--- src/hw/rsl_pkg.sv ---
// Shared constants for the reference select and loss monitor block
package rsl_pkg;

  // ==========================================================
  // Register map (byte addresses)
  localparam logic [7:0] ADDR_CONFIG  = 8'h00;
  localparam logic [7:0] ADDR_DIVIDE  = 8'h04;
  localparam logic [7:0] ADDR_STATUS  = 8'h08;
  localparam logic [7:0] ADDR_IRQ_ST  = 8'h0c;
  localparam logic [7:0] ADDR_IRQ_MSK = 8'h10;

  // ==========================================================
  // Field positions
  localparam int CFG_SEL_LSB  = 0;
  localparam int CFG_TMO_LSB  = 2;
  localparam int CFG_FMT_LSB  = 4;
  localparam int DIV_REF_LSB  = 0;
  localparam int DIV_FB_LSB   = 16;
  localparam int DIV_WIDTH    = 12;
  localparam int ST_SEL_B_BIT = 0;
  localparam int ST_ABS_A_BIT = 1;
  localparam int ST_ABS_B_BIT = 2;
  localparam int IRQ_SWITCH   = 0;
  localparam int IRQ_LOST_A   = 1;
  localparam int IRQ_LOST_B   = 2;
  localparam int IRQ_WIDTH    = 3;

  // ==========================================================
  // Reset values
  localparam logic [1:0]  RST_SEL    = 2'h0;
  localparam logic [1:0]  RST_TMO    = 2'h0;
  localparam logic [1:0]  RST_FMT    = 2'h0;
  localparam logic [11:0] RST_DIV    = 12'h001;
  localparam logic [2:0]  RST_IRQ_MSK = 3'h0;

  // ==========================================================
  // Source selection modes
  localparam logic [1:0] SEL_FORCE_A = 2'h0;
  localparam logic [1:0] SEL_FORCE_B = 2'h1;
  localparam logic [1:0] SEL_NONREV  = 2'h2;
  localparam logic [1:0] SEL_REVERT  = 2'h3;

  // Absent pin formats
  localparam logic [1:0] FMT_RESERVED = 2'h0;
  localparam logic [1:0] FMT_NMOS_OD  = 2'h1;
  localparam logic [1:0] FMT_PMOS_OD  = 2'h2;
  localparam logic [1:0] FMT_CMOS     = 2'h3;

  // ==========================================================
  // Timing: clock rate and minimum detectable frequencies in kHz
  localparam int CLK_FREQ_KHZ  = 20000;
  localparam int MIN_FREQ0_KHZ = 1000;
  localparam int MIN_FREQ1_KHZ = 3000;
  localparam int MIN_FREQ2_KHZ = 13000;
  localparam int MIN_FREQ3_KHZ = 32000;
  localparam int LOS_PERIODS   = 2;
  localparam int TMO_WIDTH     = 8;

  // One slowest period in clock cycles, rounded up, at least one
  function automatic int period_cycles(input int f_khz);
    int c;
    c = (CLK_FREQ_KHZ + f_khz - 1) / f_khz;
    return (c < 1) ? 1 : c;
  endfunction

  localparam logic [7:0] TMO_CYC0 = 8'(LOS_PERIODS * period_cycles(MIN_FREQ0_KHZ));
  localparam logic [7:0] TMO_CYC1 = 8'(LOS_PERIODS * period_cycles(MIN_FREQ1_KHZ));
  localparam logic [7:0] TMO_CYC2 = 8'(LOS_PERIODS * period_cycles(MIN_FREQ2_KHZ));
  localparam logic [7:0] TMO_CYC3 = 8'(LOS_PERIODS * period_cycles(MIN_FREQ3_KHZ));

  // Selection state, one-hot
  typedef enum logic [1:0] {
    ST_USE_A = 2'b01,
    ST_USE_B = 2'b10
  } rsl_sel_state_t;

endpackage

--- src/hw/rsl_ref_select.sv ---
// Reference source selection, loss monitors and loop dividers
// What this block does
// - Selection 00 forces input A as loop reference, never switching.
// - Selection 01 forces input B as loop reference, never switching.
// - Mode 11 uses A whenever A is active, otherwise B.
// - Entering mode 10 starts on input A; mode 11 picks B at once if A is absent.
// - Non-revertive mode changes source only when the current one fails.
// - Automatic decisions look only at the two absence detector states.
// - Absent pins are valid only in modes 10 and 11.
// - One two-bit timeout sets 1, 3.0, 13 or 32 MHz minimum frequency.
// - Pin format: 00 reserved, 01 NMOS drain, 10 PMOS drain, 11 CMOS.
// - Reference and feedback dividers are 12 bits, 1 to 4095, zero invalid.
module rsl_ref_select #(
  parameter int DIVW = rsl_pkg::DIV_WIDTH
) (
  input  wire logic        clk_i,
  input  wire logic        rst_i,
  input  wire logic        wb_cyc_i,
  input  wire logic        wb_stb_i,
  input  wire logic        wb_we_i,
  input  wire logic [7:0]  wb_adr_i,
  input  wire logic [3:0]  wb_sel_i,
  input  wire logic [31:0] wb_dat_i,
  output logic      [31:0] wb_dat_o,
  output logic             wb_ack_o,
  input  wire logic        ref_input_a_i,
  input  wire logic        ref_input_b_i,
  input  wire logic        fb_clk_i,
  output logic             ref_sel_clk_o,
  output logic             ref_sel_b_o,
  output logic             pd_ref_o,
  output logic             pd_fb_o,
  output logic             ref_a_absent_flag_o,
  output logic             ref_a_absent_flag_oe_o,
  output logic             ref_b_absent_flag_o,
  output logic             ref_b_absent_flag_oe_o,
  output logic             irq_o
);

  // ==========================================================
  // Declarations
  logic [1:0]            ref_source_select;
  logic [1:0]            absence_timeout_sel;
  logic [1:0]            absent_pin_format;
  logic [DIVW-1:0]       loop1_ref_div;
  logic [DIVW-1:0]       loop1_feedback_div;
  logic [2:0]            irq_status;
  logic [2:0]            irq_mask;
  logic [2:0]            sync1;
  logic [2:0]            sync2;
  logic [2:0]            sync3;
  logic [2:0]            rise;
  logic [7:0]            idle_cnt [2];
  logic [1:0]            signal_absent_flag;
  logic [1:0]            absent_prev;
  logic [7:0]            tmo_limit;
  logic                  is_auto;
  logic                  was_auto;
  logic [1:0]            prev_mode;
  rsl_pkg::rsl_sel_state_t sel_state;
  rsl_pkg::rsl_sel_state_t next_sel_state;
  logic                  want_b;
  logic                  quiet;
  logic                  switched;
  logic                  wb_req;
  logic                  wr_en;
  logic [31:0]           rd_word;
  logic [31:0]           wr_word;

  // Byte lane merge for register writes
  function automatic logic [31:0] merge(input logic [31:0] old,
                                        input logic [31:0] data,
                                        input logic [3:0]  sel);
    logic [31:0] r;
    r = old;
    for (int i = 0; i < 4; i++)
      if (sel[i])
        r[i*8 +: 8] = data[i*8 +: 8];
    return r;
  endfunction

  // Timeout window in clock cycles for a timeout setting
  function automatic logic [7:0] tmo_cycles(input logic [1:0] s);
    case (s)
      2'h0:    return rsl_pkg::TMO_CYC0;
      2'h1:    return rsl_pkg::TMO_CYC1;
      2'h2:    return rsl_pkg::TMO_CYC2;
      default: return rsl_pkg::TMO_CYC3;
    endcase
  endfunction

  // ==========================================================
  // Wishbone slave
  assign wb_req = wb_cyc_i && wb_stb_i;
  assign wr_en  = wb_req && wb_we_i && !wb_ack_o;
  assign wr_word = merge(rd_word, wb_dat_i, wb_sel_i);

  always_ff @(posedge clk_i)
  begin
    if (rst_i)
      wb_ack_o <= 1'b0;
    else
      wb_ack_o <= wb_req && !wb_ack_o;
  end

  always_comb
  begin
    rd_word = 32'h0000_0000;
    case (wb_adr_i)
      rsl_pkg::ADDR_CONFIG:
      begin
        rd_word[rsl_pkg::CFG_SEL_LSB +: 2] = ref_source_select;
        rd_word[rsl_pkg::CFG_TMO_LSB +: 2] = absence_timeout_sel;
        rd_word[rsl_pkg::CFG_FMT_LSB +: 2] = absent_pin_format;
      end
      rsl_pkg::ADDR_DIVIDE:
      begin
        rd_word[rsl_pkg::DIV_REF_LSB +: DIVW] = loop1_ref_div;
        rd_word[rsl_pkg::DIV_FB_LSB +: DIVW]  = loop1_feedback_div;
      end
      rsl_pkg::ADDR_STATUS:
      begin
        rd_word[rsl_pkg::ST_SEL_B_BIT] = ref_sel_b_o;
        rd_word[rsl_pkg::ST_ABS_A_BIT] = signal_absent_flag[0];
        rd_word[rsl_pkg::ST_ABS_B_BIT] = signal_absent_flag[1];
      end
      rsl_pkg::ADDR_IRQ_ST:  rd_word[2:0] = irq_status;
      rsl_pkg::ADDR_IRQ_MSK: rd_word[2:0] = irq_mask;
      default:               rd_word = 32'h0000_0000;
    endcase
  end

  always_ff @(posedge clk_i)
  begin
    if (rst_i)
      wb_dat_o <= 32'h0000_0000;
    else if (wb_req && !wb_ack_o)
      wb_dat_o <= rd_word;
  end

  // ==========================================================
  // Configuration registers
  always_ff @(posedge clk_i)
  begin
    if (rst_i)
    begin
      ref_source_select   <= rsl_pkg::RST_SEL;
      absence_timeout_sel <= rsl_pkg::RST_TMO;
      absent_pin_format   <= rsl_pkg::RST_FMT;
    end
    else if (wr_en && wb_adr_i == rsl_pkg::ADDR_CONFIG)
    begin
      ref_source_select   <= wr_word[1:0];
      absence_timeout_sel <= wr_word[3:2];
      absent_pin_format   <= wr_word[5:4];
    end
  end

  always_ff @(posedge clk_i)
  begin
    if (rst_i)
    begin
      loop1_ref_div      <= rsl_pkg::RST_DIV;
      loop1_feedback_div <= rsl_pkg::RST_DIV;
    end
    else if (wr_en && wb_adr_i == rsl_pkg::ADDR_DIVIDE)
    begin
      loop1_ref_div      <= wr_word[11:0];
      loop1_feedback_div <= wr_word[27:16];
    end
  end

  // ==========================================================
  // Pin synchronisers and rising edge detection
  always_ff @(posedge clk_i)
  begin
    if (rst_i)
    begin
      sync1 <= 3'h0;
      sync2 <= 3'h0;
      sync3 <= 3'h0;
    end
    else
    begin
      sync1 <= {fb_clk_i, ref_input_b_i, ref_input_a_i};
      sync2 <= sync1;
      sync3 <= sync2;
    end
  end

  assign rise = sync2 & ~sync3;

  // ==========================================================
  // Absence detectors, one timeout for both inputs
  assign tmo_limit = tmo_cycles(absence_timeout_sel);

  always_ff @(posedge clk_i)
  begin
    if (rst_i)
    begin
      idle_cnt[0]        <= 8'h00;
      idle_cnt[1]        <= 8'h00;
      signal_absent_flag <= 2'h3;
    end
    else
    begin
      for (int i = 0; i < 2; i++)
      begin
        if (rise[i])
        begin
          idle_cnt[i]           <= 8'h00;
          signal_absent_flag[i] <= 1'b0;
        end
        else if (idle_cnt[i] >= tmo_limit)
          signal_absent_flag[i] <= 1'b1;
        else
          idle_cnt[i] <= idle_cnt[i] + 8'h01;
      end
    end
  end

  // ==========================================================
  // Source selection
  assign is_auto = ref_source_select[1];

  always_ff @(posedge clk_i)
  begin
    if (rst_i)
    begin
      was_auto  <= 1'b0;
      prev_mode <= rsl_pkg::RST_SEL;
    end
    else
    begin
      was_auto  <= is_auto;
      prev_mode <= ref_source_select;
    end
  end

  always_comb
  begin
    next_sel_state = sel_state;
    if (!is_auto || !was_auto || prev_mode != ref_source_select)
      next_sel_state = rsl_pkg::ST_USE_A;
    else
      case (sel_state)
        rsl_pkg::ST_USE_A:
          if (signal_absent_flag[0] && !signal_absent_flag[1])
            next_sel_state = rsl_pkg::ST_USE_B;
        rsl_pkg::ST_USE_B:
          if (signal_absent_flag[1] && !signal_absent_flag[0])
            next_sel_state = rsl_pkg::ST_USE_A;
        default: next_sel_state = rsl_pkg::ST_USE_A;
      endcase
  end

  always_ff @(posedge clk_i)
  begin
    if (rst_i)
      sel_state <= rsl_pkg::ST_USE_A;
    else
      sel_state <= next_sel_state;
  end

  always_comb
  begin
    case (ref_source_select)
      rsl_pkg::SEL_FORCE_A: want_b = 1'b0;
      rsl_pkg::SEL_FORCE_B: want_b = 1'b1;
      rsl_pkg::SEL_NONREV:  want_b = (sel_state == rsl_pkg::ST_USE_B);
      rsl_pkg::SEL_REVERT:  want_b = signal_absent_flag[0];
      default:              want_b = 1'b0;
    endcase
  end

  // ==========================================================
  // Glitch-free reference mux
  assign quiet = !sync2[0] && !sync2[1];

  always_ff @(posedge clk_i)
  begin
    if (rst_i)
    begin
      ref_sel_b_o   <= 1'b0;
      ref_sel_clk_o <= 1'b0;
      switched      <= 1'b0;
    end
    else
    begin
      switched <= quiet && (want_b != ref_sel_b_o);
      if (quiet)
        ref_sel_b_o <= want_b;
      ref_sel_clk_o <= ref_sel_b_o ? sync2[1] : sync2[0];
    end
  end

  // ==========================================================
  // Loop dividers
  rsl_divider #(.WIDTH(DIVW)) u_ref_div (
    .clk_i   (clk_i),
    .rst_i   (rst_i),
    .tick_i  (ref_sel_b_o ? rise[1] : rise[0]),
    .div_i   (loop1_ref_div),
    .pulse_o (pd_ref_o)
  );

  rsl_divider #(.WIDTH(DIVW)) u_fb_div (
    .clk_i   (clk_i),
    .rst_i   (rst_i),
    .tick_i  (rise[2]),
    .div_i   (loop1_feedback_div),
    .pulse_o (pd_fb_o)
  );

  // ==========================================================
  // Absent status pins
  always_comb
  begin
    ref_a_absent_flag_o    = 1'b0;
    ref_a_absent_flag_oe_o = 1'b0;
    ref_b_absent_flag_o    = 1'b0;
    ref_b_absent_flag_oe_o = 1'b0;
    if (is_auto)
      case (absent_pin_format)
        rsl_pkg::FMT_NMOS_OD:
        begin
          ref_a_absent_flag_oe_o = !signal_absent_flag[0];
          ref_b_absent_flag_oe_o = !signal_absent_flag[1];
        end
        rsl_pkg::FMT_PMOS_OD:
        begin
          ref_a_absent_flag_o    = 1'b1;
          ref_b_absent_flag_o    = 1'b1;
          ref_a_absent_flag_oe_o = signal_absent_flag[0];
          ref_b_absent_flag_oe_o = signal_absent_flag[1];
        end
        rsl_pkg::FMT_CMOS:
        begin
          ref_a_absent_flag_o    = signal_absent_flag[0];
          ref_b_absent_flag_o    = signal_absent_flag[1];
          ref_a_absent_flag_oe_o = 1'b1;
          ref_b_absent_flag_oe_o = 1'b1;
        end
        default:
        begin
          ref_a_absent_flag_oe_o = 1'b0;
          ref_b_absent_flag_oe_o = 1'b0;
        end
      endcase
  end

  // ==========================================================
  // Interrupts: sticky status, write one to clear, set wins
  always_ff @(posedge clk_i)
  begin
    if (rst_i)
      absent_prev <= 2'h3;
    else
      absent_prev <= signal_absent_flag;
  end

  always_ff @(posedge clk_i)
  begin
    if (rst_i)
      irq_status <= 3'h0;
    else
    begin
      for (int i = 0; i < rsl_pkg::IRQ_WIDTH; i++)
        if (wr_en && wb_adr_i == rsl_pkg::ADDR_IRQ_ST && wb_sel_i[0]
            && wb_dat_i[i])
          irq_status[i] <= 1'b0;
      if (switched)
        irq_status[rsl_pkg::IRQ_SWITCH] <= 1'b1;
      if (signal_absent_flag[0] && !absent_prev[0])
        irq_status[rsl_pkg::IRQ_LOST_A] <= 1'b1;
      if (signal_absent_flag[1] && !absent_prev[1])
        irq_status[rsl_pkg::IRQ_LOST_B] <= 1'b1;
    end
  end

  always_ff @(posedge clk_i)
  begin
    if (rst_i)
      irq_mask <= rsl_pkg::RST_IRQ_MSK;
    else if (wr_en && wb_adr_i == rsl_pkg::ADDR_IRQ_MSK && wb_sel_i[0])
      irq_mask <= wb_dat_i[2:0];
  end

  assign irq_o = |(irq_status & irq_mask);

  // ==========================================================
  // Checks
  a_forced_a_used: assert property (
    @(posedge clk_i) disable iff (rst_i)
    (ref_source_select == rsl_pkg::SEL_FORCE_A && quiet) |=> !ref_sel_b_o)
    else $error("forced A mode did not select input A");

  a_forced_b_used: assert property (
    @(posedge clk_i) disable iff (rst_i)
    (ref_source_select == rsl_pkg::SEL_FORCE_B && quiet) |=> ref_sel_b_o)
    else $error("forced B mode did not select input B");

  a_nonrev_to_b: assert property (
    @(posedge clk_i) disable iff (rst_i)
    (sel_state == rsl_pkg::ST_USE_A && is_auto && was_auto
     && $stable(ref_source_select) && !ref_source_select[0]
     && signal_absent_flag == 2'b01) |=> sel_state == rsl_pkg::ST_USE_B)
    else $error("non-revertive mode did not move to input B");

  a_revert_prefers_a: assert property (
    @(posedge clk_i) disable iff (rst_i)
    (ref_source_select == rsl_pkg::SEL_REVERT)
    |-> want_b == signal_absent_flag[0])
    else $error("revertive choice does not follow input A state");

  a_auto_entry_a: assert property (
    @(posedge clk_i) disable iff (rst_i)
    (is_auto && !was_auto) |=> sel_state == rsl_pkg::ST_USE_A)
    else $error("automatic mode did not start on input A");

  a_nonrev_holds: assert property (
    @(posedge clk_i) disable iff (rst_i)
    (is_auto && was_auto && $stable(ref_source_select)
     && sel_state == rsl_pkg::ST_USE_B && !signal_absent_flag[1])
    |=> sel_state == rsl_pkg::ST_USE_B)
    else $error("non-revertive mode left a healthy input");

  a_pins_forced_off: assert property (
    @(posedge clk_i) disable iff (rst_i)
    !is_auto |-> !ref_a_absent_flag_oe_o && !ref_b_absent_flag_oe_o)
    else $error("absent pins driven in a forced mode");

  a_cmos_pin_level: assert property (
    @(posedge clk_i) disable iff (rst_i)
    (is_auto && absent_pin_format == rsl_pkg::FMT_CMOS)
    |-> ref_a_absent_flag_oe_o
        && ref_a_absent_flag_o == signal_absent_flag[0])
    else $error("CMOS absent pin does not show the detector");

  a_loss_timeout: assert property (
    @(posedge clk_i) disable iff (rst_i)
    (!rise[0] && idle_cnt[0] >= tmo_limit) |=> signal_absent_flag[0])
    else $error("input A not flagged after the timeout");

  a_switch_quiet: assert property (
    @(posedge clk_i) disable iff (rst_i)
    $changed(ref_sel_b_o) |-> $past(quiet))
    else $error("source changed while an input was high");

  c_nonrev_switch: cover property (@(posedge clk_i) disable iff (rst_i)
    ref_source_select == rsl_pkg::SEL_NONREV && $rose(ref_sel_b_o));
  c_revert_back: cover property (@(posedge clk_i) disable iff (rst_i)
    ref_source_select == rsl_pkg::SEL_REVERT && $fell(ref_sel_b_o));
  c_irq_raised: cover property (@(posedge clk_i) disable iff (rst_i)
    $rose(irq_o));

endmodule // rsl_ref_select

--- src/hw/rsl_divider.sv ---
// Programmable edge divider for the loop reference and feedback paths
module rsl_divider #(
  parameter int WIDTH = 12
) (
  input  wire logic             clk_i,
  input  wire logic             rst_i,
  input  wire logic             tick_i,
  input  wire logic [WIDTH-1:0] div_i,
  output logic                  pulse_o
);

  logic [WIDTH-1:0] count;

  // ==========================================================
  // Count input edges, one pulse every div_i edges; zero stalls
  always_ff @(posedge clk_i)
  begin
    if (rst_i)
    begin
      count   <= '0;
      pulse_o <= 1'b0;
    end
    else if (tick_i && div_i != '0)
    begin
      if (count + WIDTH'(1) >= div_i)
      begin
        count   <= '0;
        pulse_o <= 1'b1;
      end
      else
      begin
        count   <= count + WIDTH'(1);
        pulse_o <= 1'b0;
      end
    end
    else
    begin
      pulse_o <= 1'b0;
    end
  end

  // ==========================================================
  // Checks
  a_zero_div_silent: assert property (
    @(posedge clk_i) disable iff (rst_i)
    (div_i == '0) |=> !pulse_o)
    else $error("divider pulsed with a zero divide value");

endmodule // rsl_divider

--- config.mk ---
export PLATFORM = sky130hd
export DESIGN_NAME = rsl_ref_select
export DESIGN_NICKNAME = d
export VERILOG_FILES = /design/src/hw/rsl_pkg.sv /design/src/hw/rsl_ref_select.sv /design/src/hw/rsl_divider.sv
export SDC_FILE = /design/constraint.sdc
export NUM_CORES = 1
export LEC_CHECK = 0
export BUFFER_PORTS_ARGS = -buffer_cell sky130_fd_sc_hd__buf_2
export CORE_MARGIN = 4
export CORE_UTILIZATION = 64
export CTS_BUF_LIST = sky130_fd_sc_hd__clkbuf_8
export DETAILED_ROUTE_END_ITERATION = 16
export PLACE_DENSITY = 0.95
export REMOVE_ABC_BUFFERS = 1
export SLEW_MARGIN = 20
export SYNTH_ARGS = -nofsm -noshare
export SYNTH_HDL_FRONTEND = slang
export SYNTH_SLANG_ARGS = --single-unit
--- constraint.sdc ---
create_clock -name clk_i -period 8.1 [get_ports clk_i]
set_clock_uncertainty 0.1 [all_clocks]
set_input_delay 0.81 -clock clk_i [delete_from_list [all_inputs] [get_ports clk_i]]
set_output_delay 0.81 -clock clk_i [all_outputs]
set_load 0.01 [all_outputs]
==> impl_metrics.yaml <==
clock_tree:
  clkLatencyLatePin_ns: 0.44
  cts_hold_buffers: 0
  clock_pin_transition_on_the_worst_setup_and_hold_timing_paths_ns: 0.09
  cts_resized: 0
  tritoncts: "yes"
  clkSinkCount: 123
  root_buffer: "clkbuf_8"
  clockBufferDepth: 2
  ctsHtreeMaxLevel: 4
  setup_bufs_post_cts: 0
  number_of_cts_inserted_buffers: 17
sta:
  timing.final.hold_violations: 0
  slew-limit-headroom_pct: 41.0
  holdWs_ns: 0.353
  timing.final.setup_violations: 0
  max_slew.worst_pin.slew_ns: 0.877
  rsz0062_at_grt: "false"
  total_count_of_max_transition_violations_in_the_final_report: 0
  final_period_minus_worst_setup_slack_ns: 3.44
  fmax_mhz: 291
  final.period_utilization_pct: 42.4
  fin_setup_tns_ns: 0
drt:
  drc: 0
  vias_per_inst: 6.14
  wl_per_cell_um: 17.1
  dr.first_iter.drc_count: 526
  detailedRoute.firstPassIterationCount: 7
  num_vias: 5710
  detail_route.wirelength_um: 15900
  ant_nets: 0
worst_setup_path:
  endpoint_kind: "flop"
  crit_path_start_kind: "flop"
  critPathRequiredTime_ns: 8.36
  critPathKind: "reg2reg"
  worst-path-max-fanout: 13
  critPathArrivalTime_ns: 3.70
layout:
  drive_gt1_share_pct: 16.2
  nets: 880
  layout.filler_cells: 579
  area_growth_syn_to_layout_pct: 13.3
  final_common_cell: "dfxtp_1"
  mostFrequentLayoutCells: "107 x dfxtp_1, 85 x nor2_1, 76 x buf_2"
  layout.cell_area.non_filler_um2: 7080
  n_antenna_cell: 0
synth:
  postSynth.topFlopCell: "dfxtp_1"
  syn-instance-count: 723
  synth-seq-area-share_pct: 42.0
  async_reset_ff_share_pct: 0
  synth_warnings: 0
  syn_area_per_cell_um2: 8.65
  synth_top_area_share_pct: 34.3
  synth_enable_flop_cells: 16
  post-synth-top-area-cell: "dfxtp_1"
  synth.lib_cells_used.distinct: 58
  flops_latches_synth: 123
  mappedNetlistArea_um2: 6250
  synth.top_cells.by_area: "dfxtp_1 34%, ha_1 8.0%, edfxtp_1 7.7%"
grt:
  grt_antenna_before_repair: 0
  maximum_number_of_pins_on_one_net_before_global_route_repair: 69
  grt_pass1_vias: 5810
  grt_first_pass_wirelength_um: 26600
  groute.usage.overall_pct: 28.8
  grt_overflow: 0
floorplanning:
  ios: 94
  coreArea_um2: 9370
  area_of_the_die_um2: 11400
  floorplan.initialDensity_pct: 66.7
  die_h_um: 107
  num_rows: 35
  die-width_um: 107
placement:
  port-buffer-count: 77
  place.gp.congestion: 0.872
  place_hpwl_um: 10600
  postPlaceCellArea_um2: 6640
pwr:
  ir_drop_uv: 116
  post-layout-total-power_mw: 1.32
  powerDensity_nw_per_um2: 186
  p_leak_nw: 2.93
min_path:
  timing.hold.worst.class: "reg2reg"
run:
  drv.max_cap_violation_count: 0
run_status:
  run_status: "complete, no violations"
[final cells by class]
class                           instances  area (µm²)  area share [%]
Inverter                               40         150            2.12
Clock inverter                         15         200            2.83
Sequential cell                       123        2620            37.0
Clock buffer                           17         234            3.30
Multi-Input combinational cell        525        3300            46.5
Timing Repair Buffer                   81         418            5.90
Tap cell                              129         161            2.28
[worst max-delay path, stage by stage, from the launching register on]
cell	delay [ns]
dfxtp_1	0.48
and3_1	0.25
and3_1	0.25
nand3_1	0.12
xnor2_1	0.26
ha_1	0.31
a21oi_1	0.17
o21ai_0	0.12
a21oi_1	0.36
and2_1	0.50
nand3_1	0.23
a21oi_1	0.21
[sequential cells by signal, summed over array words and instances, names as in the netlist, 12 cells and up]
name and count:
loop1_feedback_div 12, wb_dat_o 24, loop1_ref_div 12, u_fb_div.count 12
u_ref_div.count 12, idle_cnt 16
[Yosys cell counts (all sizes together), types with 5 or more instances]
master  instances
o211ai          5
mux2i          21
a22oi          23
nor2b          20
inv            40
xor2           11
nor2           85
o21ai          17
buf            14
edfxtp         16
a21oi          53
clkbuf         30
xnor2          21
nand3b          5
a31oi           6
nor3           12
nand3          48
nand2          75
nor4           12
ha             40
nand4           5
dfxtp         107
and3           11
[power by group]
part	switching, mW	internal (mW)	leakage (nW)	total (mW)
clock	0.285	0.318	0.222	0.603
combinational	0.0462	0.0275	1.67	0.0737
sequential	0.0121	0.631	1.04	0.644
[path summary, 6_finish.rpt]
check / from / to / slack (ns) / depth (start not counted)
max: u_fb_div.count[2]$_SDFFE_PP0P_ / u_fb_div.count[8]$_SDFFE_PP0P_ / 4.66 / 11
min: sync1[2]$_SDFF_PP0_ / sync2[2]$_SDFF_PP0_ / 0.35 / 1
max reg2reg: u_fb_div.count[2]$_SDFFE_PP0P_ / u_fb_div.count[8]$_SDFFE_PP0P_ / 4.66 / 11
min reg2reg: sync1[2]$_SDFF_PP0_ / sync2[2]$_SDFF_PP0_ / 0.35 / 1
[cell families (layout without fill, tap and decap cells)]
kind of cell / Yosys count / after routing / share of synthesized area, %
DFF: 123 / 123 / 42.0
xor gates and xnor gates: 32 / 32 / 4.48
buffers and inverters: 84 / 153 / 5.92
AOI/OAI and AO/OA: 127 / 127 / 13.2
muxes: 23 / 23 / 3.72
adders and majority gates: 40 / 40 / 8.01
and+or+nand+nor: 293 / 293 / 22.7
other: 1 / 10 / 0.0600
[metal layers]
layer  wire length (µm)  GRT usage, %  share of wire, %  up-vias
li1                   -             -                 -     2636
met1               6260          33.1                39     2710
met2               7870          50.4                50      301
met3               1260          7.04               7.9       63
met4                495          13.2               3.1        0
met5                  0             0                 0        -
[metrics by stage]
| step | cells | util [%] | setup WS [ns] |
|---|---|---|---|
| 2_1_floorplan | 688 | - | 5.11 |
| 3_3_place_gp | 898 | 70.9 | 4.79 |
| 3_5_place_dp | 898 | 70.9 | 4.75 |
| 4_1_cts | 930 | 75.5 | 4.83 |
| 5_1_grt | 930 | 75.6 | 4.47 |
| 6_report | 930 | 75.6 | 4.66 |
Note: power is estimated with default switching activity, not from simulation.
